[src/verilog/rcs_regs.vh]
// Constants for the reset cause and start-up sequencer
`ifndef RCS_REGS_VH
`define RCS_REGS_VH

// ==========================================================
// Register offsets (word index on the register port)
`define RCS_ADDR_W          4
`define RCS_OFF_WDT_SELECT  4'h0
`define RCS_OFF_PORTA_DATA  4'h1
`define RCS_OFF_PORTA_DIR   4'h2
`define RCS_OFF_PORTB_DATA  4'h3
`define RCS_OFF_PORTB_DIR   4'h4
`define RCS_OFF_MEM_PTR     4'h5
`define RCS_OFF_WORK_REG    4'h6
`define RCS_OFF_TABLE_PTR   4'h7
`define RCS_OFF_TABLE_HIGH  4'h8
`define RCS_OFF_STATUS      4'h9

// ==========================================================
// Status field positions
`define RCS_ST_HALTED       0
`define RCS_ST_DELAY        1
`define RCS_ST_CORE_RST     2
`define RCS_ST_PDF          4
`define RCS_ST_TO           5

// ==========================================================
// Reset values
`define RCS_WDT_SELECT_RST  8'h07
`define RCS_PORTA_RST       8'hff
`define RCS_PORTB_RST       3'h7
`define RCS_PC_RST          10'h000

// ==========================================================
// Timing
`define RCS_CLK_PERIOD_PS   4000
`define RCS_STARTUP_CLOCKS  1024
`define RCS_LOW_SUPPLY_US   1000
`define RCS_LOW_SUPPLY_CYC  \
  ((`RCS_LOW_SUPPLY_US * 1000000) / `RCS_CLK_PERIOD_PS)
`define RCS_LOW_CNT_W       18

`endif

[src/verilog/rcs_low_supply_filter.v]
// Low-supply indication synchroniser and persistence filter
`timescale 1ns/1ps
`include "rcs_regs.vh"

module rcs_low_supply_filter #(
  parameter LOW_SUPPLY_CYCLES = `RCS_LOW_SUPPLY_CYC
) (
  input  wire clk,
  input  wire rst,
  input  wire lowSupplyRaw,
  input  wire filterEnable,
  output reg  brownoutRst
);

  // ========================================================
  // Synchroniser
  reg                      lowSync1Reg;
  reg                      lowSync2Reg;
  reg [`RCS_LOW_CNT_W-1:0] lowCntReg;

  // Two stages; only the second one is looked at
  always @(posedge clk) begin
    if (rst) begin
      lowSync1Reg <= 1'b0;
      lowSync2Reg <= 1'b0;
    end else begin
      lowSync1Reg <= lowSupplyRaw;
      lowSync2Reg <= lowSync1Reg;
    end
  end

  // ========================================================
  // Persistence counter
  // longer than one millisecond
  always @(posedge clk) begin
    if (rst || !filterEnable || !lowSync2Reg) begin
      lowCntReg   <= {`RCS_LOW_CNT_W{1'b0}};
      brownoutRst <= 1'b0;
    end else if (lowCntReg == LOW_SUPPLY_CYCLES[`RCS_LOW_CNT_W-1:0]) begin
      // Saturate; stays asserted while the supply stays low
      brownoutRst <= 1'b1;
    end else begin
      lowCntReg <= lowCntReg + {{(`RCS_LOW_CNT_W-1){1'b0}}, 1'b1};
    end
  end

endmodule // rcs_low_supply_filter

[src/verilog/rcs_sequencer.v]
// Reset cause recording, start-up delay and reset values of core regs
//
// Notes on behaviour
// - Pin reset in run, pin reset in halt, watchdog overflow in run.
// - Power-up clears both flags; pin run keeps; pin wake gives 0,1.
// - Watchdog in run sets timeout only; watchdog wake leaves both 1.
// - 1024 clock start-up delay after power-up and every halt wake.
// - Pin reset from run skips delay; every halt wake applies it.
// - Any chip reset: PC 000, prescaler clear, ports input.
// - Chip resets load select 07, port A ff, port B 7; warm holds.
// - Pointer, working, table registers never initialised by reset.
// - Low supply resets only after persisting more than 1 ms.
// - Filtered low supply ORed with the pin form chip reset.
// - After low-supply reset ends, count 1024 clocks before running.
// - A fixed option disables the low-supply reset path entirely.
// - After chip reset port lines are released as inputs.
// - Each port A line is separately enabled as a wake source.
// - Watchdog overflow sets timeout; power-up and clear clear it.
// - Watchdog overflow in halt zeroes only PC and the prescaler.
//
// Chosen here: the address map and the plain strobed port.
`timescale 1ns/1ps
`include "rcs_regs.vh"

module rcs_sequencer #(
  parameter LOW_SUPPLY_CYCLES = `RCS_LOW_SUPPLY_CYC
) (
  input  wire                   clk,
  input  wire                   rst,
  input  wire                   extRstNPin,
  input  wire                   lowSupplyRaw,
  input  wire                   brownoutOption,
  input  wire [7:0]             wakeOption,
  input  wire                   wdtOverflow,
  input  wire                   haltExec,
  input  wire                   clrWdtExec,
  input  wire [`RCS_ADDR_W-1:0] regAddr,
  input  wire [7:0]             regWrData,
  input  wire                   regWrStrobe,
  input  wire                   regRdStrobe,
  output reg  [7:0]             regRdData,
  input  wire [7:0]             portAPinIn,
  output wire [7:0]             portAPinOut,
  output wire [7:0]             portAPinOeN,
  input  wire [2:0]             portBPinIn,
  output wire [2:0]             portBPinOut,
  output wire [2:0]             portBPinOeN,
  output wire                   coreRst,
  output wire                   coreStall,
  output wire                   pcLoad,
  output wire [9:0]             pcInit,
  output wire                   prescalerClr,
  output wire [7:0]             watchdogSelect,
  output wire                   timeoutFlag,
  output wire                   powerdownFlag
);

  // ==========================================================
  // States
  localparam [3:0] ST_RUN   = 4'b0001;
  localparam [3:0] ST_HALT  = 4'b0010;
  localparam [3:0] ST_RESET = 4'b0100;
  localparam [3:0] ST_DELAY = 4'b1000;
  localparam integer DELAY_LAST_INT = `RCS_STARTUP_CLOCKS - 1;
  localparam [10:0]  DELAY_LAST     = DELAY_LAST_INT[10:0];

  reg [3:0]  state_reg;
  reg [3:0]  state_next;
  reg [10:0] delayCnt_reg;
  reg [10:0] delayCnt_next;
  reg        coldDelay_reg;
  reg        coldDelay_next;
  reg        delayPend_reg;
  reg        delayPend_next;
  reg        timeout_reg;
  reg        timeout_next;
  reg        powerdown_reg;
  reg        powerdown_next;
  reg        warmPulse_reg;
  reg        warmPulse_next;
  reg        prescPulse_reg;
  reg        prescPulse_next;

  reg        pinSync1_reg;
  reg        pinSync2_reg;
  reg [7:0]  portASync1_reg;
  reg [7:0]  portASync2_reg;
  reg [7:0]  portAPrev_reg;
  reg [2:0]  portBSync1_reg;
  reg [2:0]  portBSync2_reg;

  reg [7:0]  wdtSelect_reg;
  reg [7:0]  portAData_reg;
  reg [7:0]  portADir_reg;
  reg [2:0]  portBData_reg;
  reg [2:0]  portBDir_reg;
  reg [6:0]  memPtr_reg;
  reg [7:0]  workReg_reg;
  reg [7:0]  tablePtr_reg;
  reg [5:0]  tableHigh_reg;

  wire       brownoutRst;
  wire       pinLow;
  wire       wakeFall;

  // ==========================================================
  // Input synchronisers
  // pin passes two stages
  always @(posedge clk) begin
    if (rst) begin
      pinSync1_reg   <= 1'b1;
      pinSync2_reg   <= 1'b1;
      portASync1_reg <= 8'hff;
      portASync2_reg <= 8'hff;
      portAPrev_reg  <= 8'hff;
      portBSync1_reg <= 3'h7;
      portBSync2_reg <= 3'h7;
    end else begin
      pinSync1_reg   <= extRstNPin;
      pinSync2_reg   <= pinSync1_reg;
      portASync1_reg <= portAPinIn;
      portASync2_reg <= portASync1_reg;
      portAPrev_reg  <= portASync2_reg;
      portBSync1_reg <= portBPinIn;
      portBSync2_reg <= portBSync1_reg;
    end
  end

  rcs_low_supply_filter #(
    .LOW_SUPPLY_CYCLES (LOW_SUPPLY_CYCLES)
  ) u_lowSupply (
    .clk          (clk),
    .rst          (rst),
    .lowSupplyRaw (lowSupplyRaw),
    .filterEnable (brownoutOption),
    .brownoutRst  (brownoutRst)
  );

  assign pinLow = ~pinSync2_reg;
  assign wakeFall = |(portAPrev_reg & ~portASync2_reg & wakeOption);

  // ==========================================================
  // Sequencer next state; supply beats pin beats watchdog beats wake
  always @* begin
    state_next      = state_reg;
    delayCnt_next   = delayCnt_reg;
    coldDelay_next  = coldDelay_reg;
    delayPend_next  = delayPend_reg;
    timeout_next    = timeout_reg;
    powerdown_next  = powerdown_reg;
    warmPulse_next  = 1'b0;
    prescPulse_next = 1'b0;
    case (state_reg)
      ST_RUN: begin
        if (brownoutRst) begin
          state_next     = ST_RESET;
          delayPend_next = 1'b1;
          timeout_next   = 1'b0;
          powerdown_next = 1'b0;
        end else if (pinLow) begin
          state_next     = ST_RESET;
          delayPend_next = 1'b0;
        end else if (wdtOverflow) begin
          state_next     = ST_RESET;
          delayPend_next = 1'b0;
          timeout_next   = 1'b1;
        end else if (haltExec) begin
          state_next      = ST_HALT;
          timeout_next    = 1'b0;
          powerdown_next  = 1'b1;
          prescPulse_next = 1'b1;
        end else if (clrWdtExec) begin
          timeout_next   = 1'b0;
          powerdown_next = 1'b0;
        end
      end
      ST_HALT: begin
        if (brownoutRst) begin
          state_next     = ST_RESET;
          delayPend_next = 1'b1;
          timeout_next   = 1'b0;
          powerdown_next = 1'b0;
        end else if (pinLow) begin
          state_next     = ST_RESET;
          delayPend_next = 1'b1;
          timeout_next   = 1'b0;
          powerdown_next = 1'b1;
        end else if (wdtOverflow) begin
          state_next      = ST_DELAY;
          delayCnt_next   = 11'h000;
          coldDelay_next  = 1'b0;
          timeout_next    = 1'b1;
          powerdown_next  = 1'b1;
          warmPulse_next  = 1'b1;
          prescPulse_next = 1'b1;
        end else if (wakeFall) begin
          state_next     = ST_DELAY;
          delayCnt_next  = 11'h000;
          coldDelay_next = 1'b0;
        end
      end
      ST_RESET: begin
        if (brownoutRst) begin
          delayPend_next = 1'b1;
        end else if (!pinLow) begin
          if (delayPend_reg) begin
            state_next     = ST_DELAY;
            delayCnt_next  = 11'h000;
            coldDelay_next = 1'b1;
          end else begin
            state_next = ST_RUN;
          end
        end
      end
      ST_DELAY: begin
        if (brownoutRst) begin
          state_next     = ST_RESET;
          delayPend_next = 1'b1;
          timeout_next   = 1'b0;
          powerdown_next = 1'b0;
        end else if (pinLow) begin
          // Pin during a wake counts as pin while halted
          state_next     = ST_RESET;
          delayPend_next = 1'b1;
          if (!coldDelay_reg) begin
            timeout_next   = 1'b0;
            powerdown_next = 1'b1;
          end
        end else if (delayCnt_reg == DELAY_LAST) begin
          state_next = ST_RUN;
        end else begin
          delayCnt_next = delayCnt_reg + 11'h001;
        end
      end
      default: begin
        state_next     = ST_RESET;
        delayPend_next = 1'b1;
      end
    endcase
  end

  // ==========================================================
  // Sequencer registers; power-up starts a cold delay
  always @(posedge clk) begin
    if (rst) begin
      state_reg      <= ST_DELAY;
      delayCnt_reg   <= 11'h000;
      coldDelay_reg  <= 1'b1;
      delayPend_reg  <= 1'b1;
      timeout_reg    <= 1'b0;
      powerdown_reg  <= 1'b0;
      warmPulse_reg  <= 1'b0;
      prescPulse_reg <= 1'b0;
    end else begin
      state_reg      <= state_next;
      delayCnt_reg   <= delayCnt_next;
      coldDelay_reg  <= coldDelay_next;
      delayPend_reg  <= delayPend_next;
      timeout_reg    <= timeout_next;
      powerdown_reg  <= powerdown_next;
      warmPulse_reg  <= warmPulse_next;
      prescPulse_reg <= prescPulse_next;
    end
  end

  assign coreRst   = state_reg[2] | (state_reg[3] & coldDelay_reg);
  assign coreStall = ~state_reg[0];
  assign pcLoad       = coreRst | warmPulse_reg;
  assign pcInit       = `RCS_PC_RST;
  assign prescalerClr = coreRst | prescPulse_reg;

  assign timeoutFlag    = timeout_reg;
  assign powerdownFlag  = powerdown_reg;
  assign watchdogSelect = wdtSelect_reg;

  // ==========================================================
  // Register file, resettable ones first; warm reset never enters the reset state
  always @(posedge clk) begin
    if (rst || coreRst) begin
      wdtSelect_reg <= `RCS_WDT_SELECT_RST;
      portAData_reg <= `RCS_PORTA_RST;
      portADir_reg  <= `RCS_PORTA_RST;
      portBData_reg <= `RCS_PORTB_RST;
      portBDir_reg  <= `RCS_PORTB_RST;
    end else if (regWrStrobe) begin
      case (regAddr)
        `RCS_OFF_WDT_SELECT: wdtSelect_reg <= regWrData;
        `RCS_OFF_PORTA_DATA: portAData_reg <= regWrData;
        `RCS_OFF_PORTA_DIR:  portADir_reg  <= regWrData;
        `RCS_OFF_PORTB_DATA: portBData_reg <= regWrData[2:0];
        `RCS_OFF_PORTB_DIR:  portBDir_reg  <= regWrData[2:0];
        default: ;
      endcase
    end
  end

  always @(posedge clk) begin
    if (regWrStrobe) begin
      case (regAddr)
        `RCS_OFF_MEM_PTR:    memPtr_reg    <= regWrData[6:0];
        `RCS_OFF_WORK_REG:   workReg_reg   <= regWrData;
        `RCS_OFF_TABLE_PTR:  tablePtr_reg  <= regWrData;
        `RCS_OFF_TABLE_HIGH: tableHigh_reg <= regWrData[5:0];
        default: ;
      endcase
    end
  end

  // ==========================================================
  // Pads; enable low drives, direction 1 means input
  // reset releases lines
  assign portAPinOut = portAData_reg;
  assign portAPinOeN = portADir_reg;
  assign portBPinOut = portBData_reg;
  assign portBPinOeN = portBDir_reg;

  // ==========================================================
  // Read port; data valid the cycle after the strobe only
  always @(posedge clk) begin
    if (rst || !regRdStrobe) begin
      regRdData <= 8'h00;
    end else begin
      case (regAddr)
        `RCS_OFF_WDT_SELECT: regRdData <= wdtSelect_reg;
        // Input lines read the pad, outputs read the latch
        `RCS_OFF_PORTA_DATA: regRdData <= (portADir_reg & portASync2_reg)
                                        | (~portADir_reg & portAData_reg);
        `RCS_OFF_PORTA_DIR:  regRdData <= portADir_reg;
        `RCS_OFF_PORTB_DATA: regRdData <= {5'h00,
                                  (portBDir_reg & portBSync2_reg)
                                | (~portBDir_reg & portBData_reg)};
        `RCS_OFF_PORTB_DIR:  regRdData <= {5'h00, portBDir_reg};
        `RCS_OFF_MEM_PTR:    regRdData <= {1'b0, memPtr_reg};
        `RCS_OFF_WORK_REG:   regRdData <= workReg_reg;
        `RCS_OFF_TABLE_PTR:  regRdData <= tablePtr_reg;
        `RCS_OFF_TABLE_HIGH: regRdData <= {2'h0, tableHigh_reg};
        `RCS_OFF_STATUS:     regRdData <= {2'h0, timeout_reg, powerdown_reg,
                                           1'b0, coreRst, state_reg[3],
                                           state_reg[1]};
        default:             regRdData <= 8'h00;
      endcase
    end
  end

endmodule // rcs_sequencer
[config.mk]
export PLATFORM = sky130hd
export DESIGN_NAME = rcs_sequencer
export DESIGN_NICKNAME = d
export VERILOG_FILES = /design/src/verilog/rcs_low_supply_filter.v /design/src/verilog/rcs_sequencer.v
export VERILOG_INCLUDE_DIRS = /design/src /design/src/verilog
export SDC_FILE = /design/constraint.sdc
export NUM_CORES = 1
export LEC_CHECK = 0
export BUFFER_PORTS_ARGS = -buffer_cell sky130_fd_sc_hd__buf_2
export CELL_PAD_IN_SITES_DETAIL_PLACEMENT = 0
export CELL_PAD_IN_SITES_GLOBAL_PLACEMENT = 1
export CORE_MARGIN = 2
export CORE_UTILIZATION = 36
export DETAILED_ROUTE_END_ITERATION = 12
export PLACE_DENSITY_LB_ADDON = 0.1
export REMOVE_ABC_BUFFERS = 1
export SLEW_MARGIN = 5
export SYNTH_ARGS = -nofsm -noshare
export SYNTH_HDL_FRONTEND = slang
export SYNTH_SLANG_ARGS = --single-unit
[constraint.sdc]
create_clock -name clk -period 6.1 [get_ports clk]
set_input_delay 1.83 -clock clk [delete_from_list [all_inputs] [get_ports clk]]
set_output_delay 1.83 -clock clk [all_outputs]
set_load 0.005 [all_outputs]
# Yosys cells after proc, flatten, opt, wreduce, memory -nomap -nowiden

Index checks and enable logic that the tools add are counted.

$add $sub $neg: 2
Equality and inequality tests: 37
Muxes and demuxes: 72
Bitwise logic cells: 17
Reduce and logical (&&, ||, !) cells: 29

Operator list:

| kind                                                              | count |
|---|---|
| 11-bit 2-to-1 mux                                                 | 10 |
| 8-bit one-hot mux with 10 select lines                            | 1 |
| 4-bit 2-to-1 mux                                                  | 14 |
| 1-bit 2-to-1 mux                                                  | 40 |
| 11-bit one-hot mux with 3 select lines                            | 1 |
| 8-bit bitwise AND                                                 | 4 |
| 4-bit by 3-bit == test with 1-bit output, second input constant   | 5 |
| 18-bit by 1-bit adder with 18-bit output, second input constant   | 1 |
| 18-bit == test, second input constant                             | 1 |
| 2-bit AND reduction                                               | 9 |
| 2-bit != test, second input constant                              | 8 |
| 4-bit by 3-bit != test with 1-bit output, second input constant   | 4 |
| 8-bit inverter                                                    | 2 |
| 4-bit one-hot mux with 4 select lines                             | 1 |
| 3-bit by 2-bit != test with 1-bit output, second input constant   | 5 |
| 5-bit by 4-bit != test with 1-bit output, second input constant   | 3 |
| 7-bit AND reduction                                               | 2 |
| 4-bit by 2-bit == test with 1-bit output, second input constant   | 3 |
| 4-bit == test, second input constant                              | 3 |
| 11-bit by 1-bit adder with 11-bit output, second input constant   | 1 |
| 11-bit by 10-bit == test with 1-bit output, second input constant | 1 |
| 10-bit AND reduction                                              | 1 |
| 1-bit one-hot mux with 3 select lines                             | 3 |
| 4-bit by 1-bit == test with 1-bit output, second input constant   | 2 |
| 20 further kinds                                                  | 32 |

Flip-flop bits (word level): 141
Output and inout port bits: 54
Word-level logic and storage cells: 186

# Longest topological paths before layout

Word-level depth: 9
Mapped depth: 8
Mapped depth without buffers: 7

# Modules after synthesis

A second synthesis with hierarchy kept.

Cell total of the unflattened synthesis: 650
Area, all modules: 6173.4 um2

Modules (own cells, without submodules):

| module                | instances | cells each | area an instance (um2) | seq. area each (um2) |
|---|---|---|---|---|
| rcs_sequencer         | 1         | 544        | 5222.5                 | 2692.6 |
| rcs_low_supply_filter | 1         | 106        | 950.9                  | 420.4 |

# Least setup slack after synthesis

Ideal clock, no wire load.

Kind: input to register
Start: input port regAddr[2]
End: register workReg_reg[0] (enable)
Setup time: 332 ps
Arrival time: 2888 ps
Required time: 5768 ps
Path slack: 2881 ps
Stages: 5
Buffers on the path: 1
Cells stage by stage: nor2b_1 -> clkbuf_1 -> nand2_1 -> nor2_1 -> and2_1

Longest elaborated chain between the ends: 2

Ends and longest elaborated chain:

| what                                     | line                | source |
|---|---|---|
| from (decl)                              | rcs_sequencer.v:37  | `` input wire [`RCS_ADDR_W-1:0] regAddr, `` |
| 4-bit by 3-bit == test with 1-bit output | rcs_sequencer.v:299 | `case (regAddr)` |
| 2-bit AND reduction (no line)            | -                   |  |
| to (signal assigned)                     | rcs_sequencer.v:301 | `` `RCS_OFF_WORK_REG: workReg_reg <= regWrData; `` |
| to (decl)                                | rcs_sequencer.v:98  | `reg [7:0] workReg_reg;` |

Every way passes these cells.
A chain may end at the register's enable or synchronous reset.

# Worst setup path in the final report

Start: input port regAddr[2]
End: register workReg_reg[1] (enable)

Same word-level chain as after synthesis.

==> metrics.md <==
| Metric | Value |
|---|---|
| Status | `completed` |
| Prevailing post-synth register cell | `sky130_fd_sc_hd__dfxtp_1` |
| Cell breakdown of the critical path | `buf_2 -> nor2b_1 -> nand2_1 -> nor2_1 -> and2_1` |
| Peak supply drop | `0.000221 V` |
| Number of instances in the synthesized netlist | `639` |
| Worst setup startpoint | `regAddr[2]` |
| Antenna diode count | `0` |
| CTS tree | `built` |
| Min cycle time layout | `3.61 ns` |
| Seq cells post-synth | `141` |
| Routed Wire Length | `17.3 mm` |
| Starting DRT DRC Count | `379` |
| Most common cell after layout, fill and taps aside | `sky130_fd_sc_hd__dfxtp_1` |
| Effective utilization at floorplan | `0.366` |
| Critical path's top delay family | `simple AND/OR/NAND/NOR gates` |
| Reported leakage power | `2.76 nW` |
| Proportion of layout cells with a drive suffix above 1 | `0.234` |
| Post-CTS setup-driven buffer insertion count | `0` |
| Placed cell count | `915` |
| Total power | `2.32 mW` |
| Max H-tree Level | `4` |
| Row cnt | `47` |
| Sinks on the clock net | `141` |
| Proportion of register bits with asynchronous set or reset after synthesis | `0` |
| Layout Utilization | `0.434` |
| Final count of negative-setup-slack endpoints | `0` |
| Fraction of the cycle the final worst path needs | `0.591` |
| Clock Tree Buf Depth | `2` |
| Residual DRC count | `0` |
| Number of vias per cell | `5.17` |
| Signed area change from the synthesized netlist to the final layout | `18.5%` |
| Worst hold stages | `1` |
| RSZ-0062 raised after global routing | `false` |
| Final Cell Area | `7170 µm²` |
| Die Ht | `134 µm` |
| Reg2reg start | `state_reg[1]` |
| Tightest slew margin relative to the limit | `0.409` |
| Setup Skew | `0.00876 ns` |
| Type of the worst setup path | `input pin to register` |
| Global-route wire length before repair | `27.3 mm` |
| Port-buffer cells | `84` |
| Buffer type at the clock tree root | `sky130_fd_sc_hd__clkbuf_16` |
| Vias in the first global route | `4848` |
| Post-Syn Area | `6050 µm²` |
| Count of flip-flops with a built-in enable after synthesis | `29` |
| Cell count of the worst reg-to-reg path | `5` |
| Crit path max fanout | `13` |
| Count of yosys warnings during synthesis | `0` |
| Wire length per cell | `18.2 µm` |
| Routed vias | `4899` |
| Worst Tran Pin Value | `0.878 ns` |
| Final #Nets | `758` |
| Number of buffers inserted during clock tree synthesis | `17` |
| Path category of the worst min-delay check | `register to register` |
| Antenna violations before repair | `0` |
| Later-pin clock latency in the skew report | `0.42 ns` |
| Sequential-to-total area share from yosys stat | `0.515` |
| Final std cells w/o fill | `947` |
| Critical path startpoint category | `input pin` |
| Mean instance size in the synthesized netlist | `9.47 µm²` |
| Delay contributed by the slowest stage of the critical path | `0.55 ns` |
| Leading cell types in the layout, fill and taps excluded | `112 x sky130_fd_sc_hd__dfxtp_1, 90 x sky130_fd_sc_hd__nand2_1, 84 x sky130_fd_sc_hd__buf_2` |
| Critical path data arrival time | `3.69 ns` |
| Max Slew Vio Count | `0` |
| Max capacitance violation total | `0` |
| Post-Route Setup TNS | `0 ns` |
| Start point of the worst min-delay path | `portASync1_reg[3]` |
| Placed instance area | `6560 µm²` |
| Worst setup EP type | `register` |
| Data required time at the worst endpoint | `6.18 ns` |
| CP max-delay cell | `sky130_fd_sc_hd__nor2b_1` |
| Number of flip-flops under the largest register name | `18` |
| Die Outline Area | `17900 µm²` |
| Cts hold-fix bufs | `0` |
| Number of optimization iterations in the first detailed-route pass | `5` |
| CTS clock-pin slew for the worst setup and hold paths | `0.06 ns` |
| Weighted congestion at the end of routability-driven global placement | `0.823` |
| Post-route antenna net violation count | `0` |
| Number of unique standard cell types used by synthesis | `71` |
| Number of top-level pins | `95` |
| Global route overflow | `0` |
| Final hold violation count | `0` |
| Pin count of the biggest net entering global routing | `53` |
| DIE WIDTH | `134 µm` |
| Buffer and inverter count on the worst path | `1` |
| Core area | `16500 µm²` |
| Detailed placer's ending HPWL | `12.3 mm` |
| Total track usage | `0.201` |
| Final worst hold slack | `0.405 ns` |
| Critical Path Stages | `5` |
| Achievable frequency | `277 MHz` |
| Placement-stage worst setup slack | `2.10 ns` |
| Least setup slack across all paths after layout | `2.49 ns` |
| Areal power density over the cells | `323 nW/µm²` |
| Post-CTS Resized | `0` |
==> path summary, 6_finish.rpt <==
| path | endpoint | slack, ns |
|---|---|---|
| setup / recovery | workReg_reg[1] | 2.49 |
| hold / removal | portASync2_reg[3] | 0.41 |
| setup reg to reg | coldDelay_reg | 3.73 |
| hold reg to reg | portASync2_reg[3] | 0.41 |
==> per-layer routing <==
layer  share of wire  global-route usage  routed length [µm]  vias up
met5               0                   0                   0        -
met4           0.015              0.0727                 255        0
met3           0.061              0.0460                1060       17
met2            0.47               0.324                8120      153
met1            0.45               0.266                7830     2339
li1                -                   -                   -     2390
==> cells in the mapped netlist, drive strengths merged, types with 3 or more instances <==
| cell | instances | share of area |
|---|---|---|
| clkbuf | 19 | 0.017 |
| and2 | 6 | 0.0062 |
| a21o | 8 | 0.0099 |
| dfxtp | 112 | 0.37 |
| nor2b | 11 | 0.011 |
| nand3 | 45 | 0.037 |
| o21ai | 12 | 0.0099 |
| and3 | 6 | 0.0066 |
| or3 | 3 | 0.0031 |
| a211oi | 5 | 0.0062 |
| nand4 | 6 | 0.0072 |
| or4 | 3 | 0.0037 |
| ha | 3 | 0.0062 |
| nand2b | 6 | 0.0074 |
| mux2i | 9 | 0.015 |
| edfxtp | 29 | 0.14 |
| a21oi | 37 | 0.031 |
| a31oi | 7 | 0.0072 |
| nor3 | 16 | 0.013 |
| a222oi | 5 | 0.0083 |
| or2 | 34 | 0.036 |
| a221oi | 3 | 0.0043 |
| buf | 23 | 0.025 |
| o22ai | 5 | 0.0052 |
| nor4 | 11 | 0.018 |
| xnor2 | 4 | 0.0058 |
| inv | 9 | 0.0056 |
| nor3b | 3 | 0.0046 |
| a22oi | 8 | 0.0099 |
| xor2 | 14 | 0.020 |
| mux2 | 6 | 0.011 |
| nand2 | 90 | 0.056 |
| nor2 | 48 | 0.030 |
==> layout make-up <==
type	count	area (µm²)
sequential	141	3110
multi-input combinational	455	2680
tap	220	275
fill	1640	9360
timing repair buffer	89	458
inverter	10	37.5
clock buffer	27	524
clock inverter	5	77.6
==> kinds of logic after synthesis <==
group | after synthesis | share of synthesized area
AND/OR/NAND/NOR | 302 | 0.263
flip-flops | 141 | 0.515
AO/OA/AOI/OAI | 107 | 0.116
buffers and inverters | 52 | 0.0478
XOR/XNOR | 18 | 0.0261
multiplexers | 15 | 0.0261
adder cells (fa/ha/maj) | 3 | 0.00621
other | 1 | 0.000620
==> power breakdown <==
part | total, mW | internal (mW) | leakage, nW | switching [mW]
Clock | 1.05 | 0.669 | 0.293 | 0.379
Sequential | 1.01 | 0.978 | 1.17 | 0.0328
Combinational | 0.256 | 0.0934 | 1.29 | 0.163
Note: power is estimated with default switching activity, not from simulation.
